--- config.mk ---
export PLATFORM = sky130hd
export DESIGN_NAME = tbid_decoder
export DESIGN_NICKNAME = d
export VERILOG_FILES = /design/src/rtl/tbid_phase.v /design/src/rtl/tbid_field.v /design/src/rtl/tbid_decoder.v
export VERILOG_INCLUDE_DIRS = /design/src /design/src/rtl
export SDC_FILE = /design/constraint.sdc
export NUM_CORES = 1
export LEC_CHECK = 0
export ABC_AREA = 1
export BUFFER_PORTS_ARGS = -buffer_cell sky130_fd_sc_hd__buf_4
export CAP_MARGIN = 15
export CORE_ASPECT_RATIO = 1.75
export CORE_MARGIN = 3
export CORE_UTILIZATION = 40
export CTS_CLUSTER_DIAMETER = 100
export CTS_CLUSTER_SIZE = 25
export DETAILED_ROUTE_END_ITERATION = 10
export GPL_TIMING_DRIVEN = 0
export PLACE_DENSITY = 0.62
export SLEW_MARGIN = 0
export SYNTH_ARGS = -nofsm -noshare
export SYNTH_HDL_FRONTEND = slang
export SYNTH_HIERARCHICAL = 1
export SYNTH_SLANG_ARGS = --single-unit
--- constraint.sdc ---
create_clock -name clock -period 1.2 [get_ports clock]
set_clock_uncertainty 0.05 [all_clocks]
set_input_delay 0.24 -clock clock [delete_from_list [all_inputs] [get_ports clock]]
set_output_delay 0.24 -clock clock [all_outputs]
set_load 0.005 [all_outputs]
--- src/rtl/tbid_defs.vh ---
// Purpose: Constants for the twelve-bit instruction decoder.
// Assumes: Plain Verilog-2005, included by bare name.
// Notes: Opcode encodings, field positions and timing counts.
`ifndef TBID_DEFS_VH
`define TBID_DEFS_VH

`define TBID_IW              12
`define TBID_FILE_LO         0
`define TBID_FILE_HI         4
`define TBID_FILE_ADDR_W     7
`define TBID_FILE_ADDR_MAX   7'h7f
`define TBID_DEST_BIT        5
`define TBID_BIT_LO          5
`define TBID_BIT_HI          7
`define TBID_LIT8_HI         7
`define TBID_LIT9_HI         8
`define TBID_TRIS_HI         2
`define TBID_PC_W            9
`define TBID_PC_BIT9         8

`define TBID_CLASS_BYTE      2'h0
`define TBID_CLASS_BIT       2'h1
`define TBID_CLASS_LIT       2'h2

// Operation codes presented to the datapath.
`define TBID_OP_NOP          5'h00
`define TBID_OP_MOVWF        5'h01
`define TBID_OP_CLRW         5'h02
`define TBID_OP_CLRF         5'h03
`define TBID_OP_SUBWF        5'h04
`define TBID_OP_DECF         5'h05
`define TBID_OP_IORWF        5'h06
`define TBID_OP_ANDWF        5'h07
`define TBID_OP_XORWF        5'h08
`define TBID_OP_ADDWF        5'h09
`define TBID_OP_MOVF         5'h0a
`define TBID_OP_COMF         5'h0b
`define TBID_OP_INCF         5'h0c
`define TBID_OP_DECFSZ       5'h0d
`define TBID_OP_RRF          5'h0e
`define TBID_OP_RLF          5'h0f
`define TBID_OP_SWAPF        5'h10
`define TBID_OP_INCFSZ       5'h11
`define TBID_OP_BCF          5'h12
`define TBID_OP_BSF          5'h13
`define TBID_OP_BTSKIPCLR    5'h14
`define TBID_OP_BTSKIPSET    5'h15
`define TBID_OP_RETLW        5'h16
`define TBID_OP_CALL         5'h17
`define TBID_OP_GOTO         5'h18
`define TBID_OP_MOVLW        5'h19
`define TBID_OP_IORLW        5'h1a
`define TBID_OP_ANDLW        5'h1b
`define TBID_OP_XORLW        5'h1c
`define TBID_OP_OPTION       5'h1d
`define TBID_OP_SLEEP        5'h1e
`define TBID_OP_TRIS         5'h1f
`define TBID_OP_CLRTIMER     5'h01

`define TBID_NIB_BTSKIPCLR   4'h6

// One instruction cycle is this many oscillator periods.
`define TBID_PHASES          4
`define TBID_PH_W            2
`define TBID_PH_LAST         2'h3
`define TBID_PH_FIRST        2'h0

`endif

--- src/rtl/tbid_phase.v ---
// Purpose: Quarter-cycle phase counter for the instruction cycle.
// Assumes: Clock is the core oscillator.
// Notes: cycle_end pulses on the last oscillator period of each cycle.
`timescale 1ns/100ps
`include "tbid_defs.vh"

module tbid_phase (
	input  wire                    clock,
	input  wire                    rst_n,
	output reg  [`TBID_PH_W-1:0]   phase,
	output reg                     cycle_end
);

	always @(posedge clock or negedge rst_n) begin
		if (!rst_n) begin
			phase     <= `TBID_PH_FIRST;
			cycle_end <= 1'b0;
		end else begin
			phase     <= phase + 2'h1;
			cycle_end <= (phase == (`TBID_PH_LAST - 2'h1));
		end
	end

endmodule

--- src/rtl/tbid_field.v ---
// Purpose: Combinational split of a 12-bit word into class, operation and fields.
// Assumes: Word is stable while decoded.
// Notes: Don't-care bits are never examined.
`timescale 1ns/100ps
`include "tbid_defs.vh"

module tbid_field (
	input  wire [`TBID_IW-1:0]           word,
	output reg  [1:0]                    op_class,
	output reg  [4:0]                    op_code,
	output wire [`TBID_FILE_ADDR_W-1:0]  file_addr,
	output wire                          dest_file,
	output wire [2:0]                    bit_sel,
	output reg  [`TBID_LIT9_HI:0]        literal,
	output reg                           changes_pc,
	output reg                           is_skip,
	output reg                           valid
);

	// Five-bit file field, zero-extended into the 0x00..0x7F address space.
	assign file_addr = {2'h0, word[`TBID_FILE_HI:`TBID_FILE_LO]};
	assign dest_file = word[`TBID_DEST_BIT];
	assign bit_sel   = word[`TBID_BIT_HI:`TBID_BIT_LO];

	always @* begin
		op_class   = `TBID_CLASS_LIT;
		op_code    = `TBID_OP_NOP;
		literal    = {1'b0, word[`TBID_LIT8_HI:0]};
		changes_pc = 1'b0;
		is_skip    = 1'b0;
		valid      = 1'b1;
		case (word[11:10])
		2'h0: begin
			op_class = `TBID_CLASS_BYTE;
			case (word[9:6])
			4'h0: begin
				if (word[5]) begin
					op_code = `TBID_OP_MOVWF;
				end else begin
					// The 0000 0000 group carries no file operand.
					op_class = `TBID_CLASS_LIT;
					literal  = {6'h00, word[`TBID_TRIS_HI:0]};
					if (word[4:3] != 2'h0) begin
						valid = 1'b0;
					end else begin
						case (word[2:0])
						3'h0: op_code = `TBID_OP_NOP;
						3'h2: op_code = `TBID_OP_OPTION;
						3'h3: op_code = `TBID_OP_SLEEP;
						3'h4: op_code = `TBID_OP_CLRTIMER;
						3'h5, 3'h6, 3'h7: op_code = `TBID_OP_TRIS;
						default: valid = 1'b0;
						endcase
					end
				end
			end
			// Low bits of CLRW are don't-care.
			4'h1: op_code = word[5] ? `TBID_OP_CLRF : `TBID_OP_CLRW;
			4'h2: op_code = `TBID_OP_SUBWF;
			4'h3: op_code = `TBID_OP_DECF;
			4'h4: op_code = `TBID_OP_IORWF;
			4'h5: op_code = `TBID_OP_ANDWF;
			4'h6: op_code = `TBID_OP_XORWF;
			4'h7: op_code = `TBID_OP_ADDWF;
			4'h8: op_code = `TBID_OP_MOVF;
			4'h9: op_code = `TBID_OP_COMF;
			4'ha: op_code = `TBID_OP_INCF;
			4'hb: begin
				op_code = `TBID_OP_DECFSZ;
				is_skip = 1'b1;
			end
			4'hc: op_code = `TBID_OP_RRF;
			4'hd: op_code = `TBID_OP_RLF;
			4'he: op_code = `TBID_OP_SWAPF;
			default: begin
				op_code = `TBID_OP_INCFSZ;
				is_skip = 1'b1;
			end
			endcase
		end
		2'h1: begin
			op_class = `TBID_CLASS_BIT;
			case (word[9:8])
			2'h0: op_code = `TBID_OP_BCF;
			2'h1: op_code = `TBID_OP_BSF;
			2'h2: begin
				op_code = `TBID_OP_BTSKIPCLR;
				is_skip = 1'b1;
			end
			default: begin
				op_code = `TBID_OP_BTSKIPSET;
				is_skip = 1'b1;
			end
			endcase
		end
		2'h2: begin
			changes_pc = 1'b1;
			case (word[9:8])
			2'h0: op_code = `TBID_OP_RETLW;
			2'h1: op_code = `TBID_OP_CALL;
			default: begin
				op_code = `TBID_OP_GOTO;
				literal = word[`TBID_LIT9_HI:0];
			end
			endcase
		end
		default: begin
			case (word[9:8])
			2'h0: op_code = `TBID_OP_MOVLW;
			2'h1: op_code = `TBID_OP_IORLW;
			2'h2: op_code = `TBID_OP_ANDLW;
			default: op_code = `TBID_OP_XORLW;
			endcase
		end
		endcase
	end

endmodule

--- src/rtl/tbid_decoder.v ---
// Purpose: Twelve-bit instruction decoder with instruction-cycle timing.
// Assumes: Program memory presents the fetched word with fetch_valid at cycle end.
// Notes: Decode outputs are registered once per instruction cycle; cycle_end every clock, pc_load and flush clear the next clock.
`timescale 1ns/100ps
`include "tbid_defs.vh"

module tbid_decoder (
	input  wire                          clock,
	input  wire                          rst_n,
	input  wire [`TBID_IW-1:0]           fetch_word,
	input  wire                          fetch_valid,
	input  wire                          skip_true,
	output reg  [1:0]                    op_class,
	output reg  [4:0]                    op_code,
	output reg  [`TBID_FILE_ADDR_W-1:0]  file_addr,
	output reg                           dest_file,
	output reg                           dest_accum,
	output reg  [7:0]                    bit_mask,
	output reg  [`TBID_LIT9_HI:0]        literal,
	output reg                           pc_load,
	output reg  [`TBID_PC_W-1:0]         pc_target,
	output reg                           exec_valid,
	output reg                           flush,
	output reg                           second_cycle,
	output reg                           decode_error,
	output reg                           cycle_end
);

	wire [`TBID_PH_W-1:0]           phase;
	wire                            tick;
	wire [1:0]                      f_class;
	wire [4:0]                      f_code;
	wire [`TBID_FILE_ADDR_W-1:0]    f_addr;
	wire                            f_dest;
	wire [2:0]                      f_bit;
	wire [`TBID_LIT9_HI:0]          f_lit;
	wire                            f_pc;
	wire                            f_skip;
	wire                            f_valid;
	reg                             pend_skip;
	reg                             stall;
	reg  [`TBID_PC_W-1:0]           next_pc_target;
	reg  [7:0]                      next_mask;
	wire                            take_skip;
	integer                         i;

	tbid_phase u_phase (
		.clock     (clock),
		.rst_n     (rst_n),
		.phase     (phase),
		.cycle_end (tick)
	);

	tbid_field u_field (
		.word       (fetch_word),
		.op_class   (f_class),
		.op_code    (f_code),
		.file_addr  (f_addr),
		.dest_file  (f_dest),
		.bit_sel    (f_bit),
		.literal    (f_lit),
		.changes_pc (f_pc),
		.is_skip    (f_skip),
		.valid      (f_valid)
	);

	// The datapath reports the test outcome of the skip issued last cycle.
	assign take_skip = pend_skip & skip_true;

	always @* begin
		next_pc_target = f_lit;
		if (f_code != `TBID_OP_GOTO) begin
			next_pc_target[`TBID_PC_BIT9] = 1'b0;
		end
		next_mask = 8'h00;
		for (i = 0; i < 8; i = i + 1) begin
			if (f_bit == i[2:0]) begin
				next_mask[i] = 1'b1;
			end
		end
	end

	always @(posedge clock or negedge rst_n) begin
		if (!rst_n) begin
			op_class     <= `TBID_CLASS_LIT;
			op_code      <= `TBID_OP_NOP;
			file_addr    <= 7'h00;
			dest_file    <= 1'b0;
			dest_accum   <= 1'b0;
			bit_mask     <= 8'h00;
			literal      <= 9'h000;
			pc_load      <= 1'b0;
			pc_target    <= 9'h000;
			exec_valid   <= 1'b0;
			flush        <= 1'b0;
			second_cycle <= 1'b0;
			decode_error <= 1'b0;
			cycle_end    <= 1'b0;
			pend_skip    <= 1'b0;
			stall        <= 1'b0;
		end else begin
			cycle_end <= tick;
			if (tick) begin
				if (stall || take_skip || !fetch_valid) begin
					// Second cycle or invalid fetch: the fetched word is not issued.
					op_class     <= `TBID_CLASS_LIT;
					op_code      <= `TBID_OP_NOP;
					dest_file    <= 1'b0;
					dest_accum   <= 1'b0;
					bit_mask     <= 8'h00;
					pc_load      <= 1'b0;
					exec_valid   <= 1'b0;
					flush        <= stall | take_skip;
					second_cycle <= stall | take_skip;
					decode_error <= 1'b0;
					pend_skip    <= 1'b0;
					stall        <= 1'b0;
				end else begin
					op_class     <= f_class;
					op_code      <= f_code;
					file_addr    <= f_addr;
					dest_file    <= (f_class == `TBID_CLASS_BYTE) & f_dest;
					dest_accum   <= (f_class == `TBID_CLASS_BYTE) & ~f_dest;
					bit_mask     <= (f_class == `TBID_CLASS_BIT) ? next_mask : 8'h00;
					literal      <= f_lit;
					pc_load      <= f_pc;
					pc_target    <= next_pc_target;
					exec_valid   <= f_valid;
					flush        <= 1'b0;
					second_cycle <= 1'b0;
					decode_error <= ~f_valid;
					pend_skip    <= f_skip & f_valid;
					stall        <= f_pc & f_valid;
				end
			end else begin
				pc_load <= 1'b0;
				flush   <= 1'b0;
			end
		end
	end

endmodule

# Word level (Yosys, flattened, before mapping)
# Index checks and enable logic that the tools add are counted.
[totals]
reg_bits = 51
in_bits = 16
[op_classes]
add_sub_neg = 1
n_eq_ne = 34
mux = 48
n_bitwise = 9
n_reduce_logical = 15
[op_table]
columns = ["cell", "n"]
rows = [
  ["case mux 5 bit (15 select lines)", 1],
  ["== test 4 bit, second input constant", 7],
  ["two-way mux 1 bit", 28],
  ["== test 3 bit, second input constant", 8],
  ["two-way mux 8 bit", 3],
  ["case mux 5 bit (4 select lines)", 1],
  ["two-way mux 9 bit", 2],
  ["case mux 3 bit (3 select lines)", 2],
  ["case mux 9 bit (2 select lines)", 1],
  ["== test 4 x 3 -> 1 bit, second input constant", 4],
  ["two-way mux 5 bit", 3],
  ["case mux 5 bit (3 select lines)", 1],
  ["OR reduction 14 bit", 1],
  ["== test 3 x 2 -> 1 bit, second input constant", 4],
  ["== test 4 x 2 -> 1 bit, second input constant", 2],
  ["case mux 4 bit (2 select lines)", 1],
  ["OR reduction 7 bit", 1],
  ["== test 2 x 1 -> 1 bit, second input constant", 3],
  ["== test 2 bit, second input constant", 3],
  ["logical NOT 2 bit", 3],
  ["logical NOT 3 bit", 2],
  ["two-way mux 2 bit", 3],
  ["bitwise AND 1 bit", 5],
  ["!= test 5 bit, second input constant", 1],
  ["14 further kinds", 17],
]

# Longest topological paths before layout
[depth]
depth_word = 9
depth_mapped = 15
ltp_nobuf = 15

# Modules after synthesis
# Netlist, hierarchy kept.
[by_module_without_submodules]
columns = ["mod", "n_inst", "cells_each", "area_each_um2"]
rows = [
  ["tbid_decoder", 1, 205, 1755.4],
  ["tbid_field", 1, 129, 723.2],
  ["tbid_phase", 1, 6, 95.1],
]

# Worst setup path before layout
# Ideal clock, no wire load.
[synth_path]
path_type = "input port to flip-flop"
from = "in fetch_word[9]"
to = "reg bit_mask[0]"
setup_ns = 0.116
arrival_time_ns = 1.422
required_ns = 1.034
path_slack_ns = -0.388
stages = 10
path_cell_list = "inv_1 ha_1 nand2_2 nor3_1 o21bai_1 inv_1 nand3b_1 nor2_1 nand2_1 nand2_1"
[synth_between]
elab_chain_cells = 6
[synth_lines]
columns = ["item", "line", "source"]
rows = [
  ["start: declaration", "tbid_decoder.v:10", "input wire [`TBID_IW-1:0] fetch_word,"],
  ["logical NOT 4 bit", "tbid_field.v:35", "case (word[9:6])"],
  ["two-way mux 2 bit", "tbid_field.v:35", ""],
  ["case mux 2 bit (2 select lines)", "tbid_field.v:32", "case (word[11:10])"],
  ["via f_class[1]", "tbid_decoder.v:31", "wire [1:0] f_class;"],
  ["== test 2 x 1 -> 1 bit (no source line)", "--", ""],
  ["two-way mux 8 bit", "tbid_decoder.v:124", "bit_mask <= (f_class == `TBID_CLASS_BIT) ? next_mask : 8'h00;"],
  ["two-way mux 8 bit", "tbid_decoder.v:104", "if (stall || take_skip || !fetch_valid) begin"],
  ["end signal: assignment", "tbid_decoder.v:124", ""],
  ["end: declaration", "tbid_decoder.v:18", "output reg [7:0] bit_mask,"],
]
# The timed path passes the listed nets, and every way through them passes these cells.
# A chain may end at the register's enable or synchronous reset.

# Worst setup path in the final report
[layout_path]
from = "in fetch_word[8]"
to = "reg bit_mask[3]"
# Same word-level chain as after synthesis.

==> reports/results.tsv <==
stage	metric	value	unit
timing	Final Hold Viols	0	
critical_path	crit path DAT	1.54	ns
power_and_ir_drop	peak supply drop	542	uV
critical_path	CP Data Required Time	1.36	ns
clocking	clk root buf	clkbuf_8	
place	Placed Cells	484	
power_and_ir_drop	combinational share of power	24.9	%
final_layout	register area	1130	um2
routing	wl on met1	2550	um
outcome	failing checks	negative setup slack	
routing	WL met2	3780	um
routing	post-route ant nets	0	
final_layout	nets	461	
floorplanning	Ports	64	
final_layout	Inserted Diodes	0	
logic_synthesis	Synth warnings	6	
critical_path	Worst Path Class, Setup	in -> reg	
routing	Via-to-Cell Ratio	4.76	
final_layout	most common cell after layout, fill and taps aside	nand2_1	
outcome	status	finished with violations	
global_route	first-pass GRT wire length	10700	um
power_and_ir_drop	P_int	2.49	mW
final_layout	Syn-to-layout area delta	50.5	%
logic_synthesis	syn_area_per_cell	7.57	um2
timing	f_max	0.723	GHz
critical_path	CP Launch Type	input pin	
timing	period utilization	115	%
critical_path	reg-to-reg slack, setup	-0.01	ns
critical_path	Crit. End Element	flop	
clocking	buffer depth of the longest clock path	2	
final_layout	area of the multi-input gates	1380	um2
global_route	initial antenna violation count	0	
timing	Slew @ Worst Pin	0.580	ns
power_and_ir_drop	Leakage	2.09	nW
final_layout	Fill cells	598	
place	GP Congestion	0.917	
global_route	GRT Util Overall	18.6	%
place	Cell Area, Placed	3300	um2
place	Buffers on Ports	63	
critical_path	crit-path max FO	6	
power_and_ir_drop	Net Sw Power	1.04	mW
power_and_ir_drop	clock share of power	27.5	%
routing	TritonRoute pass-1 iters	4	
clocking	Max H-tree Level	2	
logic_synthesis	Yosys cell types	27	
final_layout	Post-Layout Cell Count	515	
power_and_ir_drop	Seq pwr share	47.6	%
timing	endpoints failing setup	17	
timing	min Tclk post-route	1.38	ns
clocking	CTS tree	done	
floorplanning	Core Area	6230	um2
floorplanning	Starting Density	41.3	%
logic_synthesis	Post-synth EDFFs	0	
logic_synthesis	Synth Instances	340	
floorplanning	Die H	112	um
clocking	clock sinks	45	
clocking	Clock Latency Late Sink	0.31	ns
timing	RSZ-0062 raised after global routing	yes	
place	DP HPWL	4750	um
global_route	largest net degree at the start of global routing	46	
hold_path	Worst Hold Class	in -> reg	
routing	DR WL met3	335	um
logic_synthesis	Post-synth ARST share	100	%
routing	1st-iter DRT viols	122	
routing	DRT Wirelength	6930	um
floorplanning	DIE WIDTH	66.6	um
power_and_ir_drop	PwrDens	911	nW/um2
routing	routed len/inst	13.5	um
global_route	number of global-route vias before repair	2309	
routing	drt drc	0	
global_route	total congestion overflow	0	
floorplanning	num rows	38	
final_layout	Final Instance Area	3870	um2
run	Max Cap Violations	0	
clocking	CTS Buf Count	5	
timing	Max Transition Viols Final	0	
logic_synthesis	Top FF cell, synth	dfrtp_1	
floorplanning	full die area	7470	um2
final_layout	post-layout util	62.2	%
timing	Slew headroom	61.3	%
logic_synthesis	Seq cells post-synth	45	
routing	Max Used Layer	met4	
logic_synthesis	mapped cell area	2570	um2
clocking	Clk pin slew, worst setup/hold paths	0.09	ns
routing	via count	2450	
final_layout	most frequent cells in the layout	nand2_1, buf_4, dfrtp_1	
power_and_ir_drop	switching share of power	29.5	%
logic_synthesis	post-synthesis sequential area ratio	43.8	%
final_layout	share of layout cells above drive strength 1	45.5	%
timing	setup slack after layout	-0.182	ns
## kinds of logic after synthesis
group / Yosys count / synth area share [%]
AND/OR/NAND/NOR: 193 / 30.8
buffers and inverters: 64 / 14.1
flip-flops: 45 / 43.8
AO/OA/AOI/OAI: 26 / 5.79
adder cells (fa/ha/maj): 11 / 5.35
other: 1 / 0.146
## final timing paths
| kind | startpoint | endpoint | cells past startpoint |
|---|---|---|---|
| worst max-delay path | fetch_word[8] | bit_mask[3]$_DFFE_PN0P_ | 12 |
| worst min-delay path | fetch_word[0] | literal[0]$_DFFE_PN0P_ | 4 |
| worst max register to register | pend_skip$_DFFE_PN0P_ | op_code[1]$_DFFE_PN0P_ | 7 |
| worst min register to register | u_phase/phase[0]$_DFF_PN0_ | u_phase/phase[0]$_DFF_PN0_ | 1 |
| max in group asynchronous | rst_n | u_phase/cycle_end$_DFF_PN0_ | 2 |
| min in group asynchronous | rst_n | file_addr[0]$_DFFE_PN0P_ | 2 |
## state kept, by name (all words and copies together), names as in the netlist, 2 cells and up
register       count
u_phase/phase      2
literal            9
bit_mask           8
op_class           2
file_addr          7
op_code            5
## layer usage
layer	global-route usage [%]	vias to the layer above
met5	0	-
met4	10.0	0
met3	3.20	19
met2	32.3	81
met1	20.9	1145
li1	-	1205
## area by class of cell
type | instances | area share, %
buffer | 25 | 5.36
sequential | 45 | 29.1
clock buffer | 5 | 1.78
timing repair buffer | 93 | 20.5
tap | 80 | 2.58
clock inverter | 3 | 0.582
multi-input combinational | 232 | 35.7
inverter | 32 | 4.33
## worst max-delay path: stages
cell,delay [ns]
buf_12,0.12
inv_12,0.05
ha_4,0.21
nand2_4,0.08
buf_6,0.12
nor3_4,0.13
o21bai_4,0.16
inv_2,0.08
nand3b_1,0.17
nor2_1,0.06
nand2_1,0.06
nand2_1,0.05
## repair_timing
action                                 in CTS  in global routing
buffers inserted                           19                  7
cloned                                      2                  1
hold buffers                                1                  0
resized for setup                          30                 64
setup endpoints to repair                  42                 42
pin swaps                                  17                 31
endpoints found under the hold margin      44                  0
## cells in the mapped netlist (2+ instances only)
library cell,instances,area [um2]
a211oi_1,2,15.0
nand2_1,142,533
nand4_1,3,18.8
clkbuf_1,2,7.51
o21ai_0,9,45.0
nor2_1,27,101
ha_1,11,138
a21oi_1,11,55.1
buf_4,22,165
nand2_2,2,12.5
inv_1,32,120
buf_6,4,45.0
nor3_1,2,10.0
dfrtp_1,44,1100
nor2_4,3,33.8
o21ai_2,2,17.5
buf_2,3,15.0
nand3_1,10,50.1
## power by group through the flow
stage	Combinational (mW)	Clock, mW	Sequential (mW)
2_1_floorplan	0.381	0	1.71
3_3_place_gp	0.745	0	1.70
3_5_place_dp	0.756	0	1.71
4_1_cts	0.810	1.00	1.68
5_1_grt	0.964	1.06	1.69
6_report	0.880	0.969	1.68
## through the flow
step / setup TNS (ns) / hold slack (ns) / setup slack (ns) / power, mW
finish: -1.69 / 0.182 / -0.182 / 3.53
global placement: -7.49 / 0.223 / -0.540 / 2.45
CTS: -0.614 / 0.181 / -0.132 / 3.49
floorplan: -0.829 / -0.106 / -0.125 / 2.09
global route: -3.07 / 0.196 / -0.261 / 3.72
detailed placement: -7.62 / 0.229 / -0.580 / 2.46
No activity file was read; power rests on OpenSTA's default activity.
